**src/verilog/swdt_pkg.sv**
```systemverilog
// package: register layout, reset values and timing counts of the supervisory timer
package swdt_pkg;
  // apb register map (byte addresses)
  localparam logic [11:0] SWDT_COUNT_OFS = 12'h000; // supervisor_count_register
  localparam logic [11:0] SWDT_CFG_OFS = 12'h004; // option straps readback / stop status
  localparam logic [11:0] SWDT_STAT_OFS = 12'h008; // raw counter and state readback
  // field positions of the count register
  localparam int SWDT_ACT_BIT = 0; // activate bit
  localparam int SWDT_SRST_BIT = 1; // soft_reset_bit
  localparam int SWDT_CNT_LSB = 2; // lowest register bit of the count field
  localparam int SWDT_CNT_W = 6; // count bits
  localparam int SWDT_TMR_W = 7; // count bits plus soft-reset bit
  // reset value of the count register
  localparam logic [7:0] SWDT_RESET_VAL = 8'hFE;
  // step interval in oscillator clocks
  localparam int SWDT_STEP_CLKS = 3072;
  // reference step time at 8 MHz, in microseconds
  localparam int SWDT_STEP_US_8MHZ = 384;
  // clock period in ps and reset pulse length in ns
  localparam int SWDT_CLK_PS = 4000;
  localparam int SWDT_RST_PULSE_NS = 500;
  // reset pulse in clocks: longest time, rounded down, at least one
  localparam int SWDT_RST_PULSE_CLKS_RAW = (SWDT_RST_PULSE_NS * 1000) / SWDT_CLK_PS;
  localparam int SWDT_RST_PULSE_CLKS =
    (SWDT_RST_PULSE_CLKS_RAW < 1) ? 1 : SWDT_RST_PULSE_CLKS_RAW;
  // power modes seen by the core
  typedef enum logic [1:0] {
    SWDT_RUN = 2'b00,
    SWDT_WAIT = 2'b01,
    SWDT_STOP = 2'b10
  } swdt_mode_t;
endpackage

```
**src/verilog/swdt_sync.sv**
```systemverilog
// three-flop synchroniser with agreement filter for a pin input
`timescale 1ns/100ps
module swdt_sync (
  input wire logic mclk,
  input wire logic rstn,
  input wire logic pinIn,
  output logic pinOut
);
  logic [2:0] stage_reg; // shift chain, stage 0 read only by stage 1
  // shift the pin through three flops
  always_ff @(posedge mclk or negedge rstn) begin
    if (!rstn) begin
      stage_reg <= 3'h0;
    end else begin
      stage_reg <= {stage_reg[1:0], pinIn};
    end
  end
  // accept a change only once the second and third agree
  always_ff @(posedge mclk or negedge rstn) begin
    if (!rstn) begin
      pinOut <= 1'b0;
    end else if (stage_reg[1] == stage_reg[2]) begin
      pinOut <= stage_reg[2];
    end
  end
endmodule // swdt_sync

```
**src/verilog/swdt_prescale.sv**
```systemverilog
// step prescaler: one tick every STEP_CLKS clocks, restartable, freezable
`timescale 1ns/100ps
module swdt_prescale #(
  parameter int STEP_CLKS = 3072
) (
  input wire logic mclk,
  input wire logic rstn,
  input wire logic restart,
  input wire logic freeze,
  output logic tick
);
  localparam int CW = $clog2(STEP_CLKS);
  localparam logic [CW-1:0] LAST = CW'(STEP_CLKS - 1);
  logic [CW-1:0] div_reg; // clocks elapsed in the current step
  initial begin
    if (STEP_CLKS < 2) $error("swdt_prescale: STEP_CLKS must be at least 2");
  end
  // count clocks; a restart begins a fresh interval, a freeze holds it
  always_ff @(posedge mclk or negedge rstn) begin
    if (!rstn) begin
      div_reg <= '0;
    end else if (restart) begin
      div_reg <= '0;
    end else if (!freeze) begin
      div_reg <= (div_reg == LAST) ? '0 : div_reg + 1'b1;
    end
  end
  // tick on the last clock of each interval
  assign tick = !restart && !freeze && (div_reg == LAST);
endmodule // swdt_prescale

```
**src/verilog/swdt_top.sv**
```systemverilog
// supervisory watchdog timer with apb register access
`timescale 1ns/100ps
module swdt_top
  import swdt_pkg::*;
#(
  parameter int STEP_CLKS = swdt_pkg::SWDT_STEP_CLKS,
  parameter int RST_PULSE_CLKS = swdt_pkg::SWDT_RST_PULSE_CLKS
) (
  input wire logic mclk,
  input wire logic rstn,
  input wire logic psel,
  input wire logic penable,
  input wire logic pwrite,
  input wire logic [11:0] paddr,
  input wire logic [31:0] pwdata,
  input wire logic [3:0] pstrb,
  output logic [31:0] prdata,
  output logic pready,
  output logic pslverr,
  input wire logic activationSourceOption,
  input wire logic stopPinControlOption,
  input wire logic stopPermitPin,
  input wire swdt_pkg::swdt_mode_t cpuModeReq,
  input wire logic exitStop,
  output swdt_pkg::swdt_mode_t cpuMode,
  output logic resetPinOutN,
  output logic resetPinOe
);
  import swdt_pkg::*;

  initial begin
    if (STEP_CLKS < 2) $error("swdt_top: STEP_CLKS too small");
    if (RST_PULSE_CLKS < 1) $error("swdt_top: RST_PULSE_CLKS too small");
  end

  localparam int PW = $clog2(RST_PULSE_CLKS + 1);
  // step length check against the reference figure, in microseconds at 8 MHz
  localparam int STEP_US_CHECK = (SWDT_STEP_CLKS * 1000) / (8 * 1000);

  logic [SWDT_TMR_W-1:0] timer_reg; // soft-reset bit on top of six count bits
  logic [SWDT_TMR_W-1:0] timer_next; // next counter value
  logic active_reg; // watchdog activated
  logic hwOpt_reg; // hardware activation strap caught after release
  logic extOpt_reg; // stop pin control strap caught after release
  logic strapDone_reg; // straps captured
  logic stopped_reg; // counter frozen in stop mode
  logic [PW-1:0] pulse_reg; // remaining reset pulse clocks
  logic permitSync; // synchronised stop-permit pin
  logic stepTick; // step interval expired
  logic wrCount; // apb write of the count register
  logic [SWDT_TMR_W-1:0] wrTimer; // counter bits from the write data
  logic wrAct; // write data activate bit
  logic fire; // start of a reset cycle
  swdt_mode_t cpuMode_next; // mode granted to the core
  logic [7:0] countView; // register image of the counter
  logic activeNow; // activation in force this cycle, strap included before capture
  logic extNow; // pin control option in force this cycle

  initial begin
    if (STEP_US_CHECK != SWDT_STEP_US_8MHZ) $error("swdt_top: step time mismatch");
  end

  // stop-permit pin through the synchroniser
  swdt_sync u_sync (
    .mclk(mclk),
    .rstn(rstn),
    .pinIn(stopPermitPin),
    .pinOut(permitSync)
  );

  // step prescaler, restarted by writes, frozen in stop
  swdt_prescale #(
    .STEP_CLKS(STEP_CLKS)
  ) u_pre (
    .mclk(mclk),
    .rstn(rstn),
    .restart(wrCount),
    .freeze(stopped_reg),
    .tick(stepTick)
  );

  // apb decode: zero-wait answer, low byte lane carries the register
  assign pready = 1'b1;
  assign pslverr = psel && penable &&
    !(paddr == SWDT_COUNT_OFS || paddr == SWDT_CFG_OFS || paddr == SWDT_STAT_OFS);
  assign wrCount = psel && penable && pwrite && pstrb[0] && (paddr == SWDT_COUNT_OFS);

  // unreverse the written count bits; bit 7 is the counter lsb
  always_comb begin
    wrTimer = '0;
    for (int i = 0; i < SWDT_CNT_W; i++) begin
      wrTimer[i] = pwdata[7 - i];
    end
    wrTimer[SWDT_CNT_W] = pwdata[SWDT_SRST_BIT];
    wrAct = pwdata[SWDT_ACT_BIT];
  end

  // register image: reversed count bits, soft-reset, activate
  always_comb begin
    countView = '0;
    for (int i = 0; i < SWDT_CNT_W; i++) begin
      countView[7 - i] = timer_reg[i];
    end
    countView[SWDT_SRST_BIT] = timer_reg[SWDT_CNT_W];
    countView[SWDT_ACT_BIT] = active_reg;
  end

  // the strap acts from the first clock after release, before it is captured,
  // so a hardware-activated watchdog is never inactive for even one cycle
  assign activeNow = active_reg || (!strapDone_reg && activationSourceOption);
  assign extNow = strapDone_reg ? extOpt_reg : stopPinControlOption;

  // catch the option straps one clock after reset release
  always_ff @(posedge mclk or negedge rstn) begin
    if (!rstn) begin
      hwOpt_reg <= 1'b0;
      extOpt_reg <= 1'b0;
      strapDone_reg <= 1'b0;
    end else if (!strapDone_reg) begin
      hwOpt_reg <= activationSourceOption;
      extOpt_reg <= stopPinControlOption;
      strapDone_reg <= 1'b1;
    end
  end

  // activation: forced by strap, or set once by software, never cleared
  always_ff @(posedge mclk or negedge rstn) begin
    if (!rstn) begin
      active_reg <= SWDT_RESET_VAL[SWDT_ACT_BIT];
    end else if (!strapDone_reg && activationSourceOption) begin
      active_reg <= 1'b1;
    end else if (hwOpt_reg) begin
      active_reg <= 1'b1;
    end else if (wrCount && wrAct) begin
      active_reg <= 1'b1;
    end
  end

  // next counter value: write wins, else one step down per tick
  always_comb begin
    timer_next = timer_reg;
    if (wrCount) begin
      timer_next = wrTimer;
    end else if (stepTick) begin
      timer_next = timer_reg - 1'b1;
    end
  end

  // counter register; wraps from zero to maximum, active or not
  always_ff @(posedge mclk or negedge rstn) begin
    if (!rstn) begin
      timer_reg <= {SWDT_RESET_VAL[SWDT_SRST_BIT], SWDT_RESET_VAL[2], SWDT_RESET_VAL[3],
        SWDT_RESET_VAL[4], SWDT_RESET_VAL[5], SWDT_RESET_VAL[6], SWDT_RESET_VAL[7]};
    end else begin
      timer_reg <= timer_next;
    end
  end

  // soft-reset bit falls while active: start a reset cycle
  assign fire = (activeNow || (wrCount && wrAct)) && timer_reg[SWDT_CNT_W] &&
    !timer_next[SWDT_CNT_W] && (pulse_reg == '0);

  // reset pulse counter holding the pin low
  always_ff @(posedge mclk or negedge rstn) begin
    if (!rstn) begin
      pulse_reg <= '0;
    end else if (fire) begin
      pulse_reg <= PW'(RST_PULSE_CLKS);
    end else if (pulse_reg != '0) begin
      pulse_reg <= pulse_reg - 1'b1;
    end
  end

  // open-drain reset pin: enable low while pulling low
  assign resetPinOutN = 1'b0;
  assign resetPinOe = (pulse_reg == '0);

  // power mode decision for a stop request
  always_comb begin
    cpuMode_next = cpuModeReq;
    if (cpuModeReq == SWDT_STOP) begin
      if (!activeNow) begin
        cpuMode_next = SWDT_STOP;
      end else if (!extNow) begin
        cpuMode_next = SWDT_WAIT;
      end else if (!permitSync) begin
        cpuMode_next = SWDT_WAIT;
      end else begin
        cpuMode_next = SWDT_STOP;
      end
    end
  end

  // granted mode; stop exit on interrupt returns to run
  always_ff @(posedge mclk or negedge rstn) begin
    if (!rstn) begin
      cpuMode <= SWDT_RUN;
    end else if (exitStop) begin
      cpuMode <= SWDT_RUN;
    end else begin
      cpuMode <= cpuMode_next;
    end
  end

  // counter freeze in stop; released only when exitStop is raised, not when the core leaves stop otherwise
  always_ff @(posedge mclk or negedge rstn) begin
    if (!rstn) begin
      stopped_reg <= 1'b0;
    end else if (exitStop) begin
      stopped_reg <= 1'b0;
    end else if (cpuModeReq == SWDT_STOP && activeNow && extNow && permitSync) begin
      stopped_reg <= 1'b1;
    end else if (cpuModeReq == SWDT_STOP && !activeNow) begin
      stopped_reg <= 1'b1;
    end
  end

  // read data register, captured in the setup phase
  always_ff @(posedge mclk or negedge rstn) begin
    if (!rstn) begin
      prdata <= '0;
    end else if (psel && !penable && !pwrite) begin
      case (paddr)
        SWDT_COUNT_OFS: prdata <= {24'h000000, countView};
        SWDT_CFG_OFS: prdata <= {28'h0000000, stopped_reg, permitSync, extOpt_reg, hwOpt_reg};
        SWDT_STAT_OFS: prdata <= {16'h0000, 7'h00, (pulse_reg != '0), 1'b0, timer_reg};
        default: prdata <= '0;
      endcase
    end
  end
endmodule // swdt_top

```
**config.mk**
```make
export PLATFORM = sky130hd
export DESIGN_NAME = swdt_top
export DESIGN_NICKNAME = d
export VERILOG_FILES = /design/src/verilog/swdt_pkg.sv /design/src/verilog/swdt_sync.sv /design/src/verilog/swdt_prescale.sv /design/src/verilog/swdt_top.sv
export SDC_FILE = /design/constraint.sdc
export NUM_CORES = 1
export LEC_CHECK = 0
export ABC_AREA = 1
export ABC_CLOCK_PERIOD_IN_PS = 3250
export BUFFER_PORTS_ARGS = -buffer_cell sky130_fd_sc_hd__buf_2
export CORE_MARGIN = 4
export CORE_UTILIZATION = 29
export DETAILED_ROUTE_END_ITERATION = 8
export PLACE_DENSITY = 0.49
export SLEW_MARGIN = 20
export SYNTH_ARGS = -nofsm -noshare
export SYNTH_HDL_FRONTEND = slang
export SYNTH_HIERARCHICAL = 1
export SYNTH_SLANG_ARGS = --single-unit
```
**constraint.sdc**
```tcl
create_clock -name mclk -period 3.25 [get_ports mclk]
set_input_delay 0.4875 -clock mclk [delete_from_list [all_inputs] [get_ports mclk]]
set_output_delay 0.4875 -clock mclk [all_outputs]
set_load 0.01 [all_outputs]
```
# After elaboration in Yosys (flattened, before gate mapping)
# Cells that the tools add are included.
[op_classes]
add_sub_neg = 3
eq_ne = 6
muxes = 20
n_reduce_logical = 37
[op_table]
columns = ["op", "n"]
rows = [
  ["$mux 12", 3],
  ["$mux 7", 4],
  ["$pmux 9 s3", 1],
  ["$logic_and 1x1->1", 18],
  ["$sub 7x1->7 const B", 2],
  ["$add 12x1->12 const B", 1],
  ["$eq 12x12->1 const B", 1],
  ["$eq 12x3->1 const B", 1],
  ["$eq 12x4->1 const B", 1],
  ["$logic_not 12->1", 1],
  ["$mux 2", 5],
  ["$logic_not 1->1", 8],
  ["$logic_not 7->1", 1],
  ["$mux 1", 7],
  ["$reduce_bool 7->1", 1],
  ["$reduce_bool 3->1", 2],
  ["$logic_or 1x1->1", 4],
  ["$reduce_bool 2->1", 2],
  ["$eq 2x2->1 const B", 1],
  ["$ne 2x1->1 const B", 1],
  ["$eq 1x1->1", 1],
]
[word_totals]
ff_bits = 69
in_bits = 59
output_inout_bits = 38
elab_cells = 79

# Logic depth before layout (Yosys ltp)
[logic_depth]
depth_word = 13
ltp_mapped = 19
ltp_nobuf = 19

# Cells and area by module
# The synthesis kept the hierarchy.
[modules_own_cells]
columns = ["mod", "instances", "cells_each", "area_per_inst_um2", "seq_area_each_um2"]
rows = [
  ["swdt_top", 1, 240, 1883.1, 759.5],
  ["swdt_prescale", 1, 101, 785.8, 300.3],
  ["swdt_sync", 1, 8, 116.4, 100.1],
]

# Worst setup path after synthesis
# No wires, ideal clock.
[synth_timing]
path_kind = "input to register"
start = "input port paddr[0]"
end = "register pulse_reg[0]"
setup_time_ns = 0.117
t_arrival_ns = 2.104
t_required_ns = 3.133
slack_ns = 1.029
stages = 19
path_buffers = 0
path_cell_list = "inv_1 > nand2_1 > nor2_4 > nand3_4 > inv_1 > inv_2 > nand2_2 > nor3_1 > nand2_1 > nor2_1 > nand2_1 > nand2_1 > nand2_1 > nand2_1 > nand2_2 > nand3_2 > nand2_1 > nand2_1 > nand2_1"
[synth_between]
elab_chain_cells = 11
word_cells_on_any_way = 15
classes_between = "mux: 3; reduce/logical: 12"
[synth_lines]
columns = ["item", "line", "rtl"]
rows = [
  ["start, declared", "swdt_top.sv:14", "input wire logic [11:0] paddr,"],
  ["$logic_not 12->1 (*)", "swdt_top.sv:86", "assign wrCount = psel && penable && pwrite && pstrb[0] && (paddr == SWDT_COUNT_OFS);"],
  ["$logic_and 1x1->1 (*)", "swdt_top.sv:86", ""],
  ["net wrCount", "swdt_top.sv:50", "logic wrCount;"],
  ["$logic_not 1->1 (*)", "swdt_prescale.sv:29", "assign tick = !restart && !freeze && (div_reg == LAST);"],
  ["$logic_and 1x1->1 (*) (2 in series)", "swdt_prescale.sv:29", ""],
  ["net stepTick", "swdt_top.sv:49", "logic stepTick;"],
  ["$mux 7 (*)", "swdt_top.sv:144", "end else if (stepTick) begin"],
  ["$mux 7 (*)", "swdt_top.sv:142", "if (wrCount) begin"],
  ["$logic_not 1->1 (*)", "swdt_top.sv:161", "!timer_next[SWDT_CNT_W] && (pulse_reg == '0);"],
  ["$logic_and 1x1->1 (*)", "swdt_top.sv:160", "assign fire = (activeNow || (wrCount && wrAct)) && timer_reg[SWDT_CNT_W] &&"],
  ["$logic_and 1x1->1 (*)", "swdt_top.sv:161", ""],
  ["$mux 7 / $reduce_bool 2->1 (equally long branches)", "--", ""],
  ["end signal, assigned", "swdt_top.sv:168", "pulse_reg <= PW'(RST_PULSE_CLKS);"],
  ["end signal, assigned", "swdt_top.sv:170", "pulse_reg <= pulse_reg - 1'b1;"],
  ["end, declared", "swdt_top.sv:47", "logic [PW-1:0] pulse_reg;"],
]
# Mark *: on every way through the listed nets, which the timed path passes. The rest lies on a longest branch. The select of a mux whose other input is x is not followed.
# A chain may end at the register's enable or synchronous reset.

# Worst setup path after layout
# Same ends and word-level chain as after synthesis.

==> impl_metrics.prom <==
# TYPE chip_impl_metric gauge
chip_impl_metric{name="dr_total_vias",unit=""} 2249
chip_impl_metric{name="fmaxAchievable",unit="MHz"} 421.6
chip_impl_metric{name="grt_use_total",unit="%"} 10.64
chip_impl_metric{name="top_level_ports",unit=""} 97
chip_impl_info{name="status",value="finished, final reports clean"} 1
chip_impl_metric{name="maximum_number_of_pins_on_one_net_before_global_route_repair",unit=""} 44
chip_impl_metric{name="cap_violations",unit=""} 0
chip_impl_metric{name="layout.nets",unit=""} 462
chip_impl_metric{name="number_of_gates_resized_after_cts",unit=""} 0
chip_impl_metric{name="core_area",unit="um2"} 9284
chip_impl_metric{name="post_synth_num_cell_types",unit=""} 34
chip_impl_metric{name="arrival",unit="ps"} 2570
chip_impl_metric{name="antenna_cells",unit=""} 0
chip_impl_info{name="layout.cells.most_common",value="nand2_1"} 1
chip_impl_metric{name="total_leakage_power",unit="nW"} 1.696
chip_impl_info{name="critical-path-slowest-cell",value="nor3_1"} 1
chip_impl_metric{name="final_hold_vios",unit=""} 0
chip_impl_metric{name="drt-vias-per-instance",unit=""} 4.259
chip_impl_metric{name="fin_tns_setup",unit="ps"} 0
chip_impl_metric{name="grt_overflow",unit=""} 0
chip_impl_metric{name="placement.cell_area",unit="um2"} 3073
chip_impl_metric{name="finalInstanceArea",unit="um2"} 3156
chip_impl_metric{name="layout.cells.non_filler",unit=""} 528
chip_impl_metric{name="multiInputGateArea",unit="um2"} 1325
chip_impl_metric{name="timing_worst_slew_pin_value",unit="ps"} 553.4
chip_impl_metric{name="fillers",unit=""} 1030
chip_impl_metric{name="first_pass_grt_wire_length",unit="mm"} 9.853
chip_impl_metric{name="final_period_minus_worst_setup_slack",unit="ps"} 2372
chip_impl_metric{name="placed_cells",unit=""} 521
chip_impl_metric{name="clock_path_buffers",unit=""} 2
chip_impl_info{name="ys.flop_type",value="dfrtp_1"} 1
chip_impl_metric{name="cts_hold_buffers",unit=""} 0
chip_impl_metric{name="htree_num_levels",unit=""} 2
chip_impl_metric{name="cts.repair_timing.setup_buffer_count",unit=""} 0
chip_impl_metric{name="max_slew_headroom",unit="%"} 63.11
chip_impl_metric{name="horizontal_extent_of_the_die",unit="um"} 106
chip_impl_metric{name="drt_wl_total",unit="mm"} 5.760
chip_impl_metric{name="report.final.setup_viol",unit=""} 0
chip_impl_metric{name="first_global_vias",unit=""} 2156
chip_impl_info{name="tritoncts_clock_tree",value="done"} 1
chip_impl_metric{name="netlist_area",unit="um2"} 2785
chip_impl_metric{name="drt_iter0_markers",unit=""} 54
chip_impl_metric{name="sequential_cell_area",unit="um2"} 1160
chip_impl_metric{name="synth_sequential_area_ratio",unit="%"} 41.64
chip_impl_metric{name="vdd_drop_max",unit="mV"} 0.1408
chip_impl_metric{name="max_slew_vio_count",unit=""} 0
chip_impl_info{name="mostFrequentLayoutCells",value="nand2_1, inv_1, buf_2"} 1
chip_impl_info{name="grt_setup_unrepaired",value="false"} 1
chip_impl_metric{name="syn_avg_cell_area",unit="um2"} 7.980
chip_impl_metric{name="fp.dieArea",unit="um2"} 11240
chip_impl_metric{name="synth.ff_latch_count",unit=""} 46
chip_impl_info{name="cts_root_buf",value="clkbuf_8"} 1
chip_impl_metric{name="post-layout-total-power",unit="W"} 0.001319
chip_impl_metric{name="critical_path_data_required_time",unit="ps"} 3450
chip_impl_metric{name="synth_edf_count",unit=""} 0
chip_impl_metric{name="number_of_flip_flops_under_the_largest_register_name",unit=""} 12
chip_impl_info{name="hold_class",value="input port to asynchronous set/reset pin"} 1
chip_impl_metric{name="residual_antenna_violating_net_count_after_detailed_routing",unit=""} 0
chip_impl_info{name="path_common_cell",value="nand2_1"} 1
chip_impl_metric{name="insertion_delay",unit="ps"} 300
chip_impl_metric{name="dieHeight",unit="um"} 106
chip_impl_metric{name="grt_antenna_before_repair",unit=""} 0
chip_impl_metric{name="cts_inserted_buffers",unit=""} 5
chip_impl_metric{name="drive_gt1_share",unit="%"} 24.81
chip_impl_metric{name="post-route-drc-count",unit=""} 0
chip_impl_metric{name="cts.clk_slew.worst_paths",unit="ps"} 90
chip_impl_metric{name="gp_congestion",unit=""} 0.7398
chip_impl_metric{name="netlist_instances",unit=""} 349
chip_impl_metric{name="dp.final_hpwl",unit="mm"} 4.499
chip_impl_info{name="timing.critical_path.to_type",value="register"} 1
chip_impl_metric{name="final.period_utilization",unit="%"} 72.98
chip_impl_metric{name="ys_warn_count",unit=""} 6
chip_impl_info{name="path_class",value="input port to register"} 1
chip_impl_metric{name="row_count",unit=""} 35
chip_impl_metric{name="cellPowerDensity",unit="nW/um2"} 418.1
chip_impl_metric{name="cts_num_sinks",unit=""} 46
chip_impl_metric{name="postLayoutCoreUtil",unit="%"} 33.99
chip_impl_metric{name="cpPeakStageDelay",unit="ps"} 420
chip_impl_metric{name="flow.area_growth_from_synthesis",unit="%"} 13.30
chip_impl_metric{name="final.setup_skew",unit="ps"} 10.69
chip_impl_metric{name="drt-pass1-iter-count",unit=""} 4
chip_impl_metric{name="synthArstFlopShare",unit="%"} 100.0
chip_impl_info{name="timing.critical_path.cells",value="buf_2, inv_1, nand2_1, nor2_4, nand3_4, inv_1, inv_2, nand2_2, nor3_1, nand2_1, nor2_1, nand2_1, nand2_1, nand2_1, nand2_1, nand2_2, nand3_2, nand2_1, nand2_1, nand2_1"} 1
chip_impl_info{name="worst_setup_path_start_kind",value="input port"} 1
chip_impl_metric{name="routed_length_per_instance",unit="um"} 10.91
chip_impl_metric{name="crit_path_max_fanout",unit=""} 10
chip_impl_metric{name="effective_utilization_at_floorplan",unit="%"} 30.00
chip_impl_metric{name="place.port_buffers",unit=""} 44
-- cell families after synthesis --
kind of cell             synth area share [%]
adder cells (fa/ha/maj)                 1.797
AND/OR/NAND/NOR                         32.39
AO/OA/AOI/OAI                           6.648
buffers and inverters                   14.02
other                                  0.2696
flip-flops                              41.64
XOR/XNOR                                2.516
multiplexers                           0.7188
-- report_power, final --
part	switching (W)	internal (W)	total [W]
sequential	0.0000723	0.000630	0.000703
clock	0.000190	0.000148	0.000337
combinational	0.000173	0.000106	0.000279
-- cells in the mapped netlist, types with 2 or more instances --
master,n,area share (%)
nor2_2,3,0.67
nor2_1,18,2.4
dfrtp_1,39,35
o21ai_1,5,0.90
nor3_1,5,0.90
mux2i_1,2,0.72
xnor2_1,3,0.94
nor2_4,6,2.4
ha_1,4,1.8
inv_2,9,1.2
nand3_1,19,3.4
nand2_2,9,2.0
or2_2,3,0.67
o21ai_0,5,0.90
dfstp_2,7,6.6
inv_1,44,5.9
xor2_1,5,1.6
nand3_2,7,2.5
conb_1,2,0.27
o221ai_1,6,1.9
nand2_1,91,12
o31ai_1,2,0.54
nand4_1,12,2.7
o22ai_1,3,0.67
buf_4,25,6.7
a21oi_1,7,1.3
-- worst paths after layout --
check	startpoint	endpoint	slack [ps]	depth (start not counted)
min in group mclk	stopPermitPin	u_sync/stage_reg[0]$_DFF_PN0_	300	1
max reg2reg	u_pre/div_reg[0]$_DFFE_PN0P_	pulse_reg[0]$_DFFE_PN0P_	960	16
min	rstn	u_pre/div_reg[2]$_DFFE_PN0P_	170	1
min reg2reg	u_sync/stage_reg[0]$_DFF_PN0_	u_sync/stage_reg[1]$_DFF_PN0_	350	0
max in group asynchronous	rstn	timer_reg[2]$_DFFE_PN1P_	2500	2
max	paddr[0]	pulse_reg[0]$_DFFE_PN0P_	880	20
-- cell type report --
type / count / share of cell area, %
multi-input cells: 248 / 41.99
flip-flops and latches: 46 / 36.76
repair buffers: 45 / 7.296
inverters: 53 / 6.305
well taps: 129 / 5.115
clock buffers: 6 / 2.300
clock inverters: 1 / 0.2379
-- through the flow --
stage               hold WS (ps)  worst slack [ps]
CTS                        285.8             849.2
detailed placement         334.7             527.1
global route               218.3             643.2
global placement           335.2             573.3
finish                     170.2             878.3
floorplan                  191.9              1029
-- metal layers --
| layer | vias up | global-route usage, % | part of all wire, % |
|---|---|---|---|
| li1 | 1163 | - | - |
| met1 | 1027 | 14.25 | 48 |
| met2 | 54 | 17.26 | 45 |
| met3 | 5 | 2.489 | 6.0 |
| met4 | 0 | 2.868 | 1.1 |
| met5 | - | 0 | 0 |
-- worst max-delay path: cells and delay by family --
kind	cells	cell delay [ps]
and+or+nand+nor	16	1730
buffers and inverters	4	340
Power figures use the tool's default switching activity.
